==> src/hdl/ulm_pkg.sv <==
// shared constants for the uart line-mode and sleep block
package ulm_pkg;
  // clock rate and sizes
  localparam int unsigned CLK_HZ = 20000000;
  localparam int DIV_W = 16;
  localparam int DLY_W = 4;
  // feature_ctrl_reg field
  localparam int FC_DIR_BIT = 3;
  // setup_hysteresis_reg fields
  localparam int SH_SETUP_HI = 7;
  localparam int SH_SETUP_LO = 4;
  localparam int SH_TURN_HI = 3;
  localparam int SH_TURN_LO = 0;
  // modem_status_reg enhanced fields
  localparam int MS_MDROP_BIT = 6;
  localparam int MS_IR11_BIT = 7;
  // enhanced_func_reg fields
  localparam int EF_ENH_BIT = 4;
  localparam int EF_SCD_BIT = 5;
  // line_ctrl_reg parity field
  localparam int LC_PAR_HI = 5;
  localparam int LC_PAR_LO = 3;
  localparam logic [2:0] PAR_FORCE0 = 3'h7;
  // special_func_reg field
  localparam int SF_ADDR_BIT = 7;
  // modem_ctrl_reg fields
  localparam int MC_LOOP_BIT = 4;
  localparam int MC_IR_BIT = 6;
  // int_enable_reg field
  localparam int IE_SLEEP_BIT = 4;
  // fifo_ctrl_reg field
  localparam int FF_WAKE_BIT = 3;
  // infrared pulse widths in sixteenths of a bit
  localparam logic [3:0] IR10_TICKS = 4'h3;
  localparam logic [3:0] IR11_TICKS = 4'h4;
  // last oversample tick of a bit
  localparam logic [3:0] TICK_LAST = 4'hf;
  // direction-control phases
  typedef enum logic [1:0] {
    ULM_DIR_IDLE = 2'b00,
    ULM_DIR_SETUP = 2'b01,
    ULM_DIR_SEND = 2'b10,
    ULM_DIR_TURN = 2'b11
  } ulm_dir_t;
endpackage : ulm_pkg

==> src/hdl/ulm_delay.sv <==
// bit-time delay counter used for rs-485 setup and turn-around
`timescale 1ns/100ps
`default_nettype none
module ulm_delay (
  input wire logic mclk,
  input wire logic rst_n,
  input wire logic start,
  input wire logic [3:0] bits,
  input wire logic bit_tick,
  output logic done
);
  logic [3:0] cnt_ff; // bit times still to wait
  logic run_ff; // counting
  logic [3:0] nxt_cnt;
  logic nxt_run;
  // next values: zero length finishes at once
  always_comb begin
    nxt_cnt = cnt_ff;
    nxt_run = run_ff;
    done = 1'b0;
    if (start) begin
      nxt_cnt = bits;
      nxt_run = (bits != 4'h0);
      done = (bits == 4'h0);
    end else if (run_ff && bit_tick) begin
      if (cnt_ff == 4'h1) begin
        nxt_run = 1'b0;
        done = 1'b1;
      end
      nxt_cnt = cnt_ff - 4'h1;
    end
    if (!rst_n) begin
      nxt_cnt = 4'h0;
      nxt_run = 1'b0;
    end
  end
  // register only
  always_ff @(posedge mclk) begin
    cnt_ff <= nxt_cnt;
    run_ff <= nxt_run;
  end
endmodule : ulm_delay
`default_nettype wire

==> src/hdl/ulm_sync.sv <==
// two-flop synchroniser for a single pin level
`timescale 1ns/100ps
`default_nettype none
module ulm_sync (
  input wire logic mclk,
  input wire logic rst_n,
  input wire logic rst_val,
  input wire logic d,
  output logic q
);
  logic meta_ff; // first stage, read only by second stage
  logic q_ff; // settled level
  logic nxt_meta;
  logic nxt_q;
  // next values: reset loads the pin's idle level
  always_comb begin
    nxt_meta = rst_n ? d : rst_val;
    nxt_q = rst_n ? meta_ff : rst_val;
  end
  // register only (synchronous reset)
  always_ff @(posedge mclk) begin
    meta_ff <= nxt_meta;
    q_ff <= nxt_q;
  end
  assign q = q_ff;
endmodule : ulm_sync
`default_nettype wire

==> src/hdl/ulm_top.sv <==
// line-mode logic: rs-485 direction, multidrop, infrared, sleep, loopback
`timescale 1ns/100ps
`default_nettype none
// Overview of operation
// - direction bit turns rts into transceiver enable
// - rts off when idle, on when loaded
// - tx empty event follows shift register empty in direction mode only
// - setup delay 0-15 bits before data
// - turn-around delay 0-15 bits before rts release
// - multidrop on, no char detect: normal mode
// - disabled receiver drops data, keeps address with error
// - enabled receiver keeps data, flags every address
// - auto detect uses second stop character address
// - auto mode drops foreign addresses, and data while disabled
// - matching address enables receiver, stored, flagged
// - foreign address disables, matching one stored again
// - address flag sends ninth bit one, self-clears
// - ir mode: 3/16 high pulse per zero
// - ir 1.1: 1/4 high pulse per zero
// - ir receive idles low, pulse gives zero bit
// - register sleep only when all conditions hold
// - oscillator output stopped while asleep
// - wake on start edge, write, modem change
// - sleep pin waits shifters idle; release wakes only with the sleep enable bit clear or a wake event
// - wake-up interrupt gated by fifo control bit
// - loopback routes tx to rx, masks modem pins
module ulm_top
  import ulm_pkg::*;
(
  input wire logic mclk,
  input wire logic rst_n,
  input wire logic [7:0] feature_ctrl_reg,
  input wire logic [7:0] setup_hysteresis_reg,
  input wire logic [7:0] modem_status_reg,
  input wire logic [7:0] enhanced_func_reg,
  input wire logic [7:0] line_ctrl_reg,
  input wire logic [7:0] modem_ctrl_reg,
  input wire logic [7:0] int_enable_reg,
  input wire logic [7:0] fifo_ctrl_reg,
  input wire logic [7:0] second_stop_char_reg,
  input wire logic [ulm_pkg::DIV_W-1:0] divisor,
  input wire logic sfr_addr_set,
  input wire logic tick16,
  input wire logic thr_write,
  input wire logic tx_fifo_empty,
  input wire logic rx_fifo_empty,
  input wire logic tx_shift_busy,
  input wire logic tx_shift_bit,
  input wire logic tx_data_start,
  input wire logic rx_shift_busy,
  input wire logic rx_char_valid,
  input wire logic [7:0] rx_char,
  input wire logic rx_char_par,
  input wire logic int_pending,
  input wire logic rts_user,
  input wire logic dtr_user,
  input wire logic rx_pin,
  input wire logic cts_n_pin,
  input wire logic dsr_n_pin,
  input wire logic cd_n_pin,
  input wire logic ri_n_pin,
  input wire logic sleep_pin,
  output logic tx_pin,
  output logic rts_n_pin,
  output logic dtr_n_pin,
  output logic tx_hold_data,
  output logic tx_ninth_bit,
  output logic sfr_addr_bit,
  output logic rx_serial,
  output logic [3:0] modem_in,
  output logic rx_push,
  output logic [7:0] rx_push_data,
  output logic rx_push_perr,
  output logic lsr_int,
  output logic tx_empty_evt,
  output logic rx_enabled,
  output logic asleep,
  output logic osc_run,
  output logic wake_int
);
  import ulm_pkg::*;

  // mode decode
  logic enh; // enhanced functions on
  logic dir_mode; // rs-485 direction control
  logic mdrop; // any multidrop receive mode
  logic auto_addr; // automatic address detection
  logic ir_on; // infrared codec on
  logic ir11; // 1.1 timing
  logic loop_on; // internal loopback
  assign enh = enhanced_func_reg[EF_ENH_BIT];
  assign dir_mode = feature_ctrl_reg[FC_DIR_BIT];
  assign mdrop = enh && modem_status_reg[MS_MDROP_BIT];
  assign auto_addr = mdrop && enhanced_func_reg[EF_SCD_BIT];
  assign ir_on = modem_ctrl_reg[MC_IR_BIT];
  assign ir11 = ir_on && enh && modem_status_reg[MS_IR11_BIT];
  assign loop_on = modem_ctrl_reg[MC_LOOP_BIT];

  // pin synchronisers; rx idles low in infrared mode after reset
  logic rx_s;
  logic cts_s;
  logic dsr_s;
  logic cd_s;
  logic ri_s;
  logic sleep_s;
  ulm_sync u_rx (.mclk(mclk), .rst_n(rst_n), .rst_val(1'b0), .d(rx_pin), .q(rx_s));
  ulm_sync u_cts (.mclk(mclk), .rst_n(rst_n), .rst_val(1'b1), .d(cts_n_pin), .q(cts_s));
  ulm_sync u_dsr (.mclk(mclk), .rst_n(rst_n), .rst_val(1'b1), .d(dsr_n_pin), .q(dsr_s));
  ulm_sync u_cd (.mclk(mclk), .rst_n(rst_n), .rst_val(1'b1), .d(cd_n_pin), .q(cd_s));
  ulm_sync u_ri (.mclk(mclk), .rst_n(rst_n), .rst_val(1'b1), .d(ri_n_pin), .q(ri_s));
  ulm_sync u_slp (.mclk(mclk), .rst_n(rst_n), .rst_val(1'b0), .d(sleep_pin), .q(sleep_s));

  // bit-time tick from the 16x oversample enable
  logic [3:0] tick_cnt_ff; // sixteenths within a bit
  logic [3:0] nxt_tick_cnt;
  logic bit_tick;
  assign bit_tick = tick16 && (tick_cnt_ff == TICK_LAST);

  // rs-485 direction state
  ulm_dir_t dir_ff; // direction phase
  ulm_dir_t nxt_dir;
  logic setup_done;
  logic turn_done;
  logic setup_go;
  logic turn_go;
  logic tx_busy_d_ff; // last cycle's shifter busy
  logic nxt_tx_busy_d;

  // direction delay counters
  ulm_delay u_setup (.mclk(mclk), .rst_n(rst_n), .start(setup_go),
    .bits(setup_hysteresis_reg[SH_SETUP_HI:SH_SETUP_LO]), .bit_tick(bit_tick),
    .done(setup_done));
  ulm_delay u_turn (.mclk(mclk), .rst_n(rst_n), .start(turn_go),
    .bits(setup_hysteresis_reg[SH_TURN_HI:SH_TURN_LO]), .bit_tick(bit_tick),
    .done(turn_done));

  // direction phase next state
  always_comb begin
    nxt_dir = dir_ff;
    setup_go = 1'b0;
    turn_go = 1'b0;
    nxt_tx_busy_d = tx_shift_busy;
    nxt_tick_cnt = tick16 ? tick_cnt_ff + 4'h1 : tick_cnt_ff;
    unique case (dir_ff)
      ULM_DIR_IDLE: begin
        // rts goes on once data reaches the fifo
        if (dir_mode && (thr_write || !tx_fifo_empty)) begin
          setup_go = 1'b1;
          nxt_dir = setup_done ? ULM_DIR_SEND : ULM_DIR_SETUP; // zero delay skips setup
        end
      end
      ULM_DIR_SETUP: begin
        if (setup_done) begin
          nxt_dir = ULM_DIR_SEND;
        end
      end
      ULM_DIR_SEND: begin
        // line idle after last bit and nothing left queued
        if (!tx_shift_busy && tx_fifo_empty && !thr_write) begin
          turn_go = 1'b1;
          nxt_dir = turn_done ? ULM_DIR_IDLE : ULM_DIR_TURN; // zero delay drops rts at once
        end
      end
      ULM_DIR_TURN: begin
        if (thr_write) begin
          nxt_dir = ULM_DIR_SEND; // new data keeps the driver on
        end else if (turn_done) begin
          nxt_dir = ULM_DIR_IDLE;
        end
      end
    endcase
    if (tx_data_start || setup_go || turn_go) begin
      nxt_tick_cnt = 4'h0; // whole bit times from frame or delay start
    end
    if (!dir_mode || !rst_n) begin
      nxt_dir = ULM_DIR_IDLE;
    end
    if (!rst_n) begin
      nxt_tick_cnt = 4'h0;
      nxt_tx_busy_d = 1'b0;
    end
  end
  // direction registers
  always_ff @(posedge mclk) begin
    dir_ff <= nxt_dir;
    tick_cnt_ff <= nxt_tick_cnt;
    tx_busy_d_ff <= nxt_tx_busy_d;
  end

  // hold data back from the shifter during setup delay
  logic nxt_hold;
  logic hold_ff;
  // rts, dtr, tx and loopback routing
  logic nxt_rts_n;
  logic nxt_dtr_n;
  logic nxt_tx;
  logic nxt_rx_serial;
  logic [3:0] nxt_modem_in;
  logic nxt_empty_evt;
  logic rts_n_ff;
  logic dtr_n_ff;
  logic tx_ff;
  logic rx_serial_ff;
  logic [3:0] modem_in_ff;
  logic empty_evt_ff;

  // infrared pulse and decode
  logic [3:0] ir_tx_cnt_ff; // sixteenths into current tx bit
  logic [3:0] nxt_ir_tx_cnt;
  logic ir_pulse;
  logic ir_rx_bit;
  assign ir_pulse = !tx_shift_bit && !tx_data_start &&
    (ir_tx_cnt_ff < (ir11 ? IR11_TICKS : IR10_TICKS));
  assign ir_rx_bit = !rx_s; // light pulse becomes a zero bit

  // line outputs next values
  always_comb begin
    nxt_hold = (dir_ff == ULM_DIR_IDLE && dir_mode) || dir_ff == ULM_DIR_SETUP;
    nxt_ir_tx_cnt = ir_tx_cnt_ff;
    if (tx_data_start) begin
      nxt_ir_tx_cnt = 4'h0;
    end else if (tick16) begin
      nxt_ir_tx_cnt = ir_tx_cnt_ff + 4'h1;
    end
    // rts: direction control overrides the user level
    if (loop_on) begin
      nxt_rts_n = 1'b1;
    end else if (dir_mode) begin
      nxt_rts_n = (dir_ff == ULM_DIR_IDLE);
    end else begin
      nxt_rts_n = !rts_user;
    end
    nxt_dtr_n = loop_on ? 1'b1 : !dtr_user;
    // tx pin: mark in loopback, pulses in infrared
    if (loop_on) begin
      nxt_tx = ir_on ? 1'b0 : 1'b1;
    end else if (ir_on) begin
      nxt_tx = ir_pulse && tx_shift_busy;
    end else begin
      nxt_tx = tx_shift_busy ? tx_shift_bit : 1'b1;
    end
    // receive stream
    if (loop_on) begin
      nxt_rx_serial = tx_shift_busy ? tx_shift_bit : 1'b1;
    end else begin
      nxt_rx_serial = ir_on ? ir_rx_bit : rx_s;
    end
    // modem inputs frozen at inactive in loopback
    nxt_modem_in = loop_on ? 4'hf : {ri_s, cd_s, dsr_s, cts_s};
    // empty event: shifter drain in direction mode, never otherwise
    if (dir_mode) begin
      nxt_empty_evt = tx_busy_d_ff && !tx_shift_busy && tx_fifo_empty;
    end else begin
      nxt_empty_evt = 1'b0;
    end
    if (!rst_n) begin
      nxt_hold = 1'b0;
      nxt_ir_tx_cnt = 4'h0;
      nxt_rts_n = 1'b1;
      nxt_dtr_n = 1'b1;
      nxt_tx = 1'b1;
      nxt_rx_serial = 1'b1;
      nxt_modem_in = 4'hf;
      nxt_empty_evt = 1'b0;
    end
  end
  // line output registers
  always_ff @(posedge mclk) begin
    hold_ff <= nxt_hold;
    ir_tx_cnt_ff <= nxt_ir_tx_cnt;
    rts_n_ff <= nxt_rts_n;
    dtr_n_ff <= nxt_dtr_n;
    tx_ff <= nxt_tx;
    rx_serial_ff <= nxt_rx_serial;
    modem_in_ff <= nxt_modem_in;
    empty_evt_ff <= nxt_empty_evt;
  end

  // multidrop receive and address flag
  logic rx_en_ff; // receiver enabled
  logic addr_flag_ff; // next written byte is an address
  logic ninth_ff;
  logic push_ff;
  logic [7:0] push_data_ff;
  logic push_perr_ff;
  logic lsr_ff;
  logic nxt_rx_en;
  logic nxt_addr_flag;
  logic nxt_ninth;
  logic nxt_push;
  logic [7:0] nxt_push_data;
  logic nxt_push_perr;
  logic nxt_lsr;
  logic addr_hit;
  assign addr_hit = (rx_char == second_stop_char_reg);

  // multidrop next values
  always_comb begin
    nxt_rx_en = rx_en_ff;
    nxt_addr_flag = addr_flag_ff;
    nxt_ninth = ninth_ff;
    nxt_push = 1'b0;
    nxt_push_data = rx_char;
    nxt_push_perr = rx_char_par;
    nxt_lsr = 1'b0;
    // set wins: software arming coincident with a write arms the next byte
    if (thr_write) begin
      nxt_ninth = addr_flag_ff;
      nxt_addr_flag = 1'b0; // self-clearing
    end
    if (sfr_addr_set) begin
      nxt_addr_flag = 1'b1;
    end
    if (rx_char_valid) begin
      if (!mdrop) begin
        nxt_push = 1'b1;
        nxt_push_perr = 1'b0;
      end else if (!auto_addr) begin
        // software steers enable; hardware only filters
        if (rx_char_par) begin
          nxt_push = 1'b1;
          nxt_lsr = 1'b1;
        end else begin
          nxt_push = rx_en_ff;
        end
      end else if (rx_char_par) begin
        if (addr_hit) begin
          nxt_rx_en = 1'b1;
          nxt_push = 1'b1;
          nxt_lsr = 1'b1;
        end else begin
          nxt_rx_en = 1'b0;
        end
      end else begin
        nxt_push = rx_en_ff;
      end
    end
    if (!rst_n) begin
      nxt_rx_en = 1'b0;
      nxt_addr_flag = 1'b0;
      nxt_ninth = 1'b0;
      nxt_push = 1'b0;
      nxt_push_data = 8'h00;
      nxt_push_perr = 1'b0;
      nxt_lsr = 1'b0;
    end
  end
  // multidrop registers
  always_ff @(posedge mclk) begin
    rx_en_ff <= nxt_rx_en;
    addr_flag_ff <= nxt_addr_flag;
    ninth_ff <= nxt_ninth;
    push_ff <= nxt_push;
    push_data_ff <= nxt_push_data;
    push_perr_ff <= nxt_push_perr;
    lsr_ff <= nxt_lsr;
  end

  // sleep and wake
  logic asleep_ff;
  logic osc_ff;
  logic wake_int_ff;
  logic rx_prev_ff; // delayed synced rx for start-edge detect
  logic [3:0] modem_prev_ff;
  logic nxt_asleep;
  logic nxt_wake_int;
  logic nxt_rx_prev;
  logic [3:0] nxt_modem_prev;
  logic rx_idle_ok;
  logic reg_sleep_ok;
  logic pin_sleep_ok;
  logic wake_evt;
  assign rx_idle_ok = ir_on ? !rx_s : rx_s;
  assign reg_sleep_ok = !int_pending && int_enable_reg[IE_SLEEP_BIT] &&
    (modem_status_reg[3:0] == 4'h0) && rx_idle_ok && (divisor != '0) &&
    tx_fifo_empty && rx_fifo_empty;
  assign pin_sleep_ok = sleep_s && !tx_shift_busy && !rx_shift_busy;
  assign wake_evt = (rx_prev_ff && !rx_s && !ir_on) || (ir_on && rx_s) || thr_write ||
    (!loop_on && ({ri_s, cd_s, dsr_s, cts_s} != modem_prev_ff));

  // sleep next values
  always_comb begin
    nxt_asleep = asleep_ff;
    nxt_wake_int = wake_int_ff;
    nxt_rx_prev = rx_s;
    nxt_modem_prev = {ri_s, cd_s, dsr_s, cts_s};
    if (asleep_ff) begin
      if (sleep_s) begin
        nxt_asleep = 1'b1; // only pin release wakes
      end else if (wake_evt || !int_enable_reg[IE_SLEEP_BIT]) begin
        nxt_asleep = 1'b0;
        nxt_wake_int = fifo_ctrl_reg[FF_WAKE_BIT];
      end
    end else if (pin_sleep_ok || (reg_sleep_ok && !wake_evt)) begin
      nxt_asleep = 1'b1;
    end
    if (!fifo_ctrl_reg[FF_WAKE_BIT] || (!int_pending && !nxt_asleep && wake_int_ff)) begin
      nxt_wake_int = 1'b0;
    end
    if (!rst_n) begin
      nxt_asleep = 1'b0;
      nxt_wake_int = 1'b0;
      nxt_rx_prev = 1'b1;
      nxt_modem_prev = 4'hf;
    end
  end
  // sleep registers; oscillator runs whenever awake
  always_ff @(posedge mclk) begin
    asleep_ff <= nxt_asleep;
    osc_ff <= !nxt_asleep;
    wake_int_ff <= nxt_wake_int;
    rx_prev_ff <= nxt_rx_prev;
    modem_prev_ff <= nxt_modem_prev;
  end

  // outputs straight from flops
  assign tx_pin = tx_ff;
  assign rts_n_pin = rts_n_ff;
  assign dtr_n_pin = dtr_n_ff;
  assign tx_hold_data = hold_ff;
  assign tx_ninth_bit = ninth_ff;
  assign sfr_addr_bit = addr_flag_ff;
  assign rx_serial = rx_serial_ff;
  assign modem_in = modem_in_ff;
  assign rx_push = push_ff;
  assign rx_push_data = push_data_ff;
  assign rx_push_perr = push_perr_ff;
  assign lsr_int = lsr_ff;
  assign tx_empty_evt = empty_evt_ff;
  assign rx_enabled = rx_en_ff;
  assign asleep = asleep_ff;
  assign osc_run = osc_ff;
  assign wake_int = wake_int_ff;
endmodule : ulm_top
`default_nettype wire

==> config.mk <==
export PLATFORM = sky130hd
export DESIGN_NAME = ulm_top
export DESIGN_NICKNAME = d
export VERILOG_FILES = /design/src/hdl/ulm_pkg.sv /design/src/hdl/ulm_delay.sv /design/src/hdl/ulm_sync.sv /design/src/hdl/ulm_top.sv
export SDC_FILE = /design/constraint.sdc
export NUM_CORES = 1
export LEC_CHECK = 0
export BUFFER_PORTS_ARGS = -buffer_cell sky130_fd_sc_hd__buf_2
export CAP_MARGIN = 20
export CORE_MARGIN = 3
export CORE_UTILIZATION = 30
export DETAILED_ROUTE_END_ITERATION = 12
export SLEW_MARGIN = 20
export SYNTH_ARGS = -nofsm -noshare
export SYNTH_HDL_FRONTEND = slang
export SYNTH_SLANG_ARGS = --single-unit
==> constraint.sdc <==
create_clock -name mclk -period 1.7 [get_ports mclk]
set_input_delay 0.255 -clock mclk [delete_from_list [all_inputs] [get_ports mclk]]
set_output_delay 0.255 -clock mclk [all_outputs]
set_load 0.05 [all_outputs]
-- Yosys cells after proc, flatten, opt, wreduce, memory -nomap -nowiden
Index checks and enable logic that the tools add are counted.
- output and inout port bits: 27
- input bits: 118
- logic and storage cells: 196
- bits in registers: 65
- add/sub/neg operators: 4
- $lt $le $gt $ge: 1
- muxes and demuxes: 53
- equal/unequal tests: 12
- bitwise gates (word level): 2
- reductions and logical operators: 85
- operators with widths (operator ; number):
    $mux W1 ; 40
    $logic_and A1 B1 Y1 ; 31
    $logic_not A1 Y1 ; 19
    $mux W4 ; 4
    $reduce_bool A16 Y1 ; 1
    $mux W2 ; 7
    $logic_not A4 Y1 ; 3
    $logic_or A1 B1 Y1 ; 11
    $reduce_bool A2 Y1 ; 5
    $reduce_and A3 Y1 ; 3
    $add A4 B1 Y4 const B ; 2
    $eq A4 B1 Y1 const B ; 2
    $eq A8 B8 Y1 ; 1
    $pmux W2 S4 ; 1
    $reduce_and A2 Y1 ; 4
    $reduce_bool A4 Y1 ; 2
    $reduce_or A2 Y1 ; 4
    $sub A4 B1 Y4 const B ; 2
    $ne A2 B2 Y1 const B ; 3
    $eq A2 B2 Y1 const B ; 2
    $eq A4 B4 Y1 const B ; 1
    $lt A4 B3 Y1 ; 1
    $ne A4 B4 Y1 ; 1
    $reduce_and A4 Y1 ; 1
    5 further kinds ; 6

-- Longest topological paths before layout
- word-level depth: 16
- depth in mapped cells: 7
- mapped depth without buffers: 7

-- Cells and area by module
A second synthesis with hierarchy kept.
- cells, all modules: 287
- area, all modules: 2791.4 um^2
- by module, submodules not included (module ; times used ; area each (um^2) ; seq. area each (um^2) ; cells an instance):
    ulm_top ; 1 ; 1803.0 ; 860.8 ; 191
    ulm_delay ; 2 ; 306.5 ; 100.1 ; 36
    ulm_sync ; 6 ; 62.6 ; 40.0 ; 4

-- Worst setup path after synthesis
Ideal clock, no wire load.
- path type: reg-to-reg
- start: reg asleep_ff, in the netlist asleep
- end: reg wake_int_ff, in the netlist wake_int
- setup slack: 0.077 ns
- library setup time: 0.120 ns
- data arrival time: 1.504 ns
- data required time: 1.580 ns
- stages on the path, launching flop included: 6
- period minus slack after synthesis: 1.623 ns
- path through: dfxtp_1 inv_1 or3_1 o32ai_1 a31oi_1 o31a_1
- word-level cells in the longest chain between the ends: 6
- elaborated cells between the ends (all ways): 7
- those cells by class: mux: 1; reduce/logical: 6
- ends and longest elaborated chain (item ; RTL line ; text):
    start, declared ; ulm_top.sv:360 ; logic asleep_ff;
    start signal, assigned ; ulm_top.sv:409 ; asleep_ff <= nxt_asleep;
    $mux W1 ; ulm_top.sv:387 ; if (asleep_ff) begin
    $logic_not A1 Y1 ; ulm_top.sv:397 ; if (!fifo_ctrl_reg[FF_WAKE_BIT] || (!int_pending && !nxt_asleep && wake_int_ff)) begin
    $logic_and A1 B1 Y1 (2 in series) ; ulm_top.sv:397 ;
    $logic_or A1 B1 Y1 ; ulm_top.sv:397 ;
    $reduce_or A2 Y1 (no line) ; -- ;
    end signal, assigned ; ulm_top.sv:411 ; wake_int_ff <= nxt_wake_int;
    end, declared ; ulm_top.sv:362 ; logic wake_int_ff;
Parallel ways exist; a longest one is shown, timed or not.
A chain may end at the register's enable or synchronous reset.

-- Final worst setup path
- start: reg u_rx.q_ff, in the netlist u_rx.q
- end: reg wake_int_ff, in the netlist wake_int
- word-level cells in the longest chain between the ends: 16
- elaborated cells between the ends (all ways): 26
- those cells by class: mux: 5; reduce/logical: 21
- ends and longest elaborated chain (item ; RTL line ; text):
    start, declared ; ulm_sync.sv:12 ; logic q_ff;
    start signal, assigned ; ulm_sync.sv:23 ; q_ff <= nxt_q;
    $logic_not A1 Y1 ; ulm_top.sv:373, ulm_top.sv:378 ;
    $logic_and A1 B1 Y1 (2 in series) ; ulm_top.sv:378 ; assign wake_evt = (rx_prev_ff && !rx_s && !ir_on) || (ir_on && rx_s) || thr_write ||
    $logic_or A1 B1 Y1 (3 in series) ; ulm_top.sv:378 ;
    $logic_not A1 Y1 ; ulm_top.sv:394 ; end else if (pin_sleep_ok || (reg_sleep_ok && !wake_evt)) begin
    $logic_and A1 B1 Y1 ; ulm_top.sv:394 ;
    $logic_or A1 B1 Y1 ; ulm_top.sv:394 ;
    $mux W1 ; ulm_top.sv:394 ;
    $mux W1 ; ulm_top.sv:387 ;
    $logic_not A1 Y1 ; ulm_top.sv:397 ;
    $logic_and A1 B1 Y1 (2 in series) ; ulm_top.sv:397 ;
    $logic_or A1 B1 Y1 ; ulm_top.sv:397 ;
    $reduce_or A2 Y1 (no line) ; -- ;
Parallel ways exist; a longest one is shown, timed or not.

==> reports/metrics.cfg <==
[clock_network]
cts.repair.resized=0
cts_tree=done
root_buffer=clkbuf_8
cts_buffers=9
clkSinkCount=65
htreeDepth=3
cts_hold_buf=0
clk_pin_slew_ns=0.07
clockBufferDepth=2
clock_latency_ns=0.33
post-cts-setup-buffer-count=0

[synthesis]
ys_ff_latch=65
dominantRegCellSynth=dfxtp_1
synth_top_area_frac=0.481
synth-seq-area-share=0.481
synth_edf_count=0
syn_area_sq_um=2700
yosys-top-cells-count=dfxtp_1 (65), nand2_1 (22), nand2b_1 (19)
ys_types=45
synth.area.top_cells=dfxtp_1 (48%), nand2b_1 (4.4%), xnor2_1 (4.2%), xor2_1 (3.9%), ha_1 (3.7%)
yosys.area.top_type=dfxtp_1
synth_nets=401
avgSynthCellArea_sq_um=9.83
yosysWarnings=0
yosysMostFrequentCell=dfxtp_1
synth_cells=275
synthArstFlopShare=0

[grt]
grt_pass1_wl_microns=10100
grt_pass1_vias=2251
grt_usage=0.125
grt_start_max_net_pins=19
grt_overflow=0
antenna_found_initial=0

[setup_path]
end_kind=register
cp-start-kind=register
crit_required_ns=1.92
crit_type=reg2reg
worstPathMaxFanout=4
cp_top_family=compound AO/OA/AOI/OAI gates
crit_buf_inv=1
crit_slowest_cell=o32ai_1
max_stage_delay_ns=0.40
arrival_ns=1.84
cp_cell_sequence=nor3b_1 > a2111oi_1 > buf_4 > o32ai_1 > a31oi_2 > o31a_1

[power_and_ir_drop]
p_leak_nw=1.69
ir_worst_vdd_mv=0.509
p_per_area_nw_per_um2=957

[route]
wl_per_cell_microns=12.3
viasPerCell=4.54
drt_iter0_drc=58
postRouteAntennaNets=0
dr.pass1.iters=4
routed_wl_microns=6190
drc_errors=0
vias=2275

[cells_and_area]
final_nets=517
fill_cells=825
antenna_cells=0
drive_gt1_frac=0.336
seqCellArea_sq_um=1300
multi_input_area_sq_um=1330
area_delta_synth_final_pct=33.8
fin_area_sq_um=3620

[floorplan]
start_util=0.319
fp.coreArea_sq_um=8460
fp.dieH_microns=101
io_pins=145
die_w_microns=101
die_area_sq_um=10200
row_count=33

[sta]
hold_viol_final=0
worst_clock_skew_ns=0.00574
setup_viol=0
min_period_ns=1.62
max_freq_ghz=0.617
rsz0062_at_grt=no
relSlewSlack=0.699
worst_pin_slew_ns=0.450
fin_crit_sh=0.954
fin_ws_ns=0.0790
slew_violations=0

[place]
gp_congestion=0.754
dp_slack_ns=0.0121
port_buffers=101
hpwl_microns=4930
placed_area_sq_um=3390

[hold_path]
hp-class=in2reg

[job]
maxCapViolCount=0

[outcome]
status=complete, no violations

[per-layer routing]
layer | wire length [microns] | global-route usage | vias up
li1 | - | - | 1177
met1 | 2780 | 0.149 | 1006
met2 | 2780 | 0.205 | 87
met3 | 586 | 0.0540 | 5
met4 | 42 | 0.0389 | 0
met5 | 0 | 0 | -
[state kept, by name, summed over array words and instances (netlist names), 2 cells and up]
signal / cells
tick_cnt_ff: 4
rx_push_data: 8
ir_tx_cnt_ff: 4
dir_ff: 2
u_setup.cnt_ff: 4
u_turn.cnt_ff: 4
modem_prev_ff: 4
modem_in: 4
[power breakdown]
part	leakage [nW]	switching, mW	internal (mW)
clock	0.113	0.574	0.864
combinational	1.04	0.237	0.179
sequential	0.534	0.0254	1.58
total	1.69	0.836	2.62
[path summary, 6_finish.rpt]
path | startpoint | to | slack, ns | cells past startpoint
setup / recovery | u_rx.q | wake_int | 0.08 | 6
setup reg to reg | u_rx.q | wake_int | 0.08 | 6
hold reg to reg | u_ri.meta_ff | u_ri.q | 0.41 | 1
hold / removal | dtr_user | dtr_n_pin | 0.08 | 2
[logic make-up after synthesis]
logic type,synth area share
AO/OA/AOI/OAI,0.0838
XOR/XNOR,0.0810
adder cells (fa/ha/maj),0.0370
buffers and inverters,0.0301
flip-flops,0.481
multiplexers,0.0347
AND/OR/NAND/NOR,0.252
[cells in the final DEF, fill, tap and decap left out, drive strengths merged, types with 2 or more instances in the layout]
cell type / instances
or3: 2
or4: 2
mux2i: 9
o21ai: 5
and3: 2
nand2: 22
nand4: 8
dfxtp: 65
xnor2: 13
nand3: 4
clkinv: 3
xor2: 12
nand3b: 2
nor2b: 8
and2: 14
buf: 113
o211a: 8
nor2: 13
nand4b: 2
nor4: 5
bufinv: 2
clkbuf: 11
nor3: 5
a21oi: 6
nor3b: 4
o21a: 2
nand2b: 20
ha: 8
inv: 11
[through the flow]
stage	instances	util	setup TNS, ns	hold slack (ns)	power [mW]
after floorplan	275	-	0	0.317	1.88
final	501	0.427	0	0.0803	3.46
after global routing	501	0.427	0	0.0802	3.62
after CTS	501	0.426	0	0.0647	3.51
after global placement	485	0.400	-0.00289	0.390	2.05
after detailed placement	485	0.400	0	0.397	2.06
[area by class of cell]
type                       instances  share of cell area
tap                              105              0.0363
sequential                        65               0.360
multi-input combinational        191               0.367
timing repair buffer             113               0.165
clock inverter                     5              0.0218
clock buffer                      11              0.0391
inverter                          11              0.0114
(Power assumes the default switching activity.)
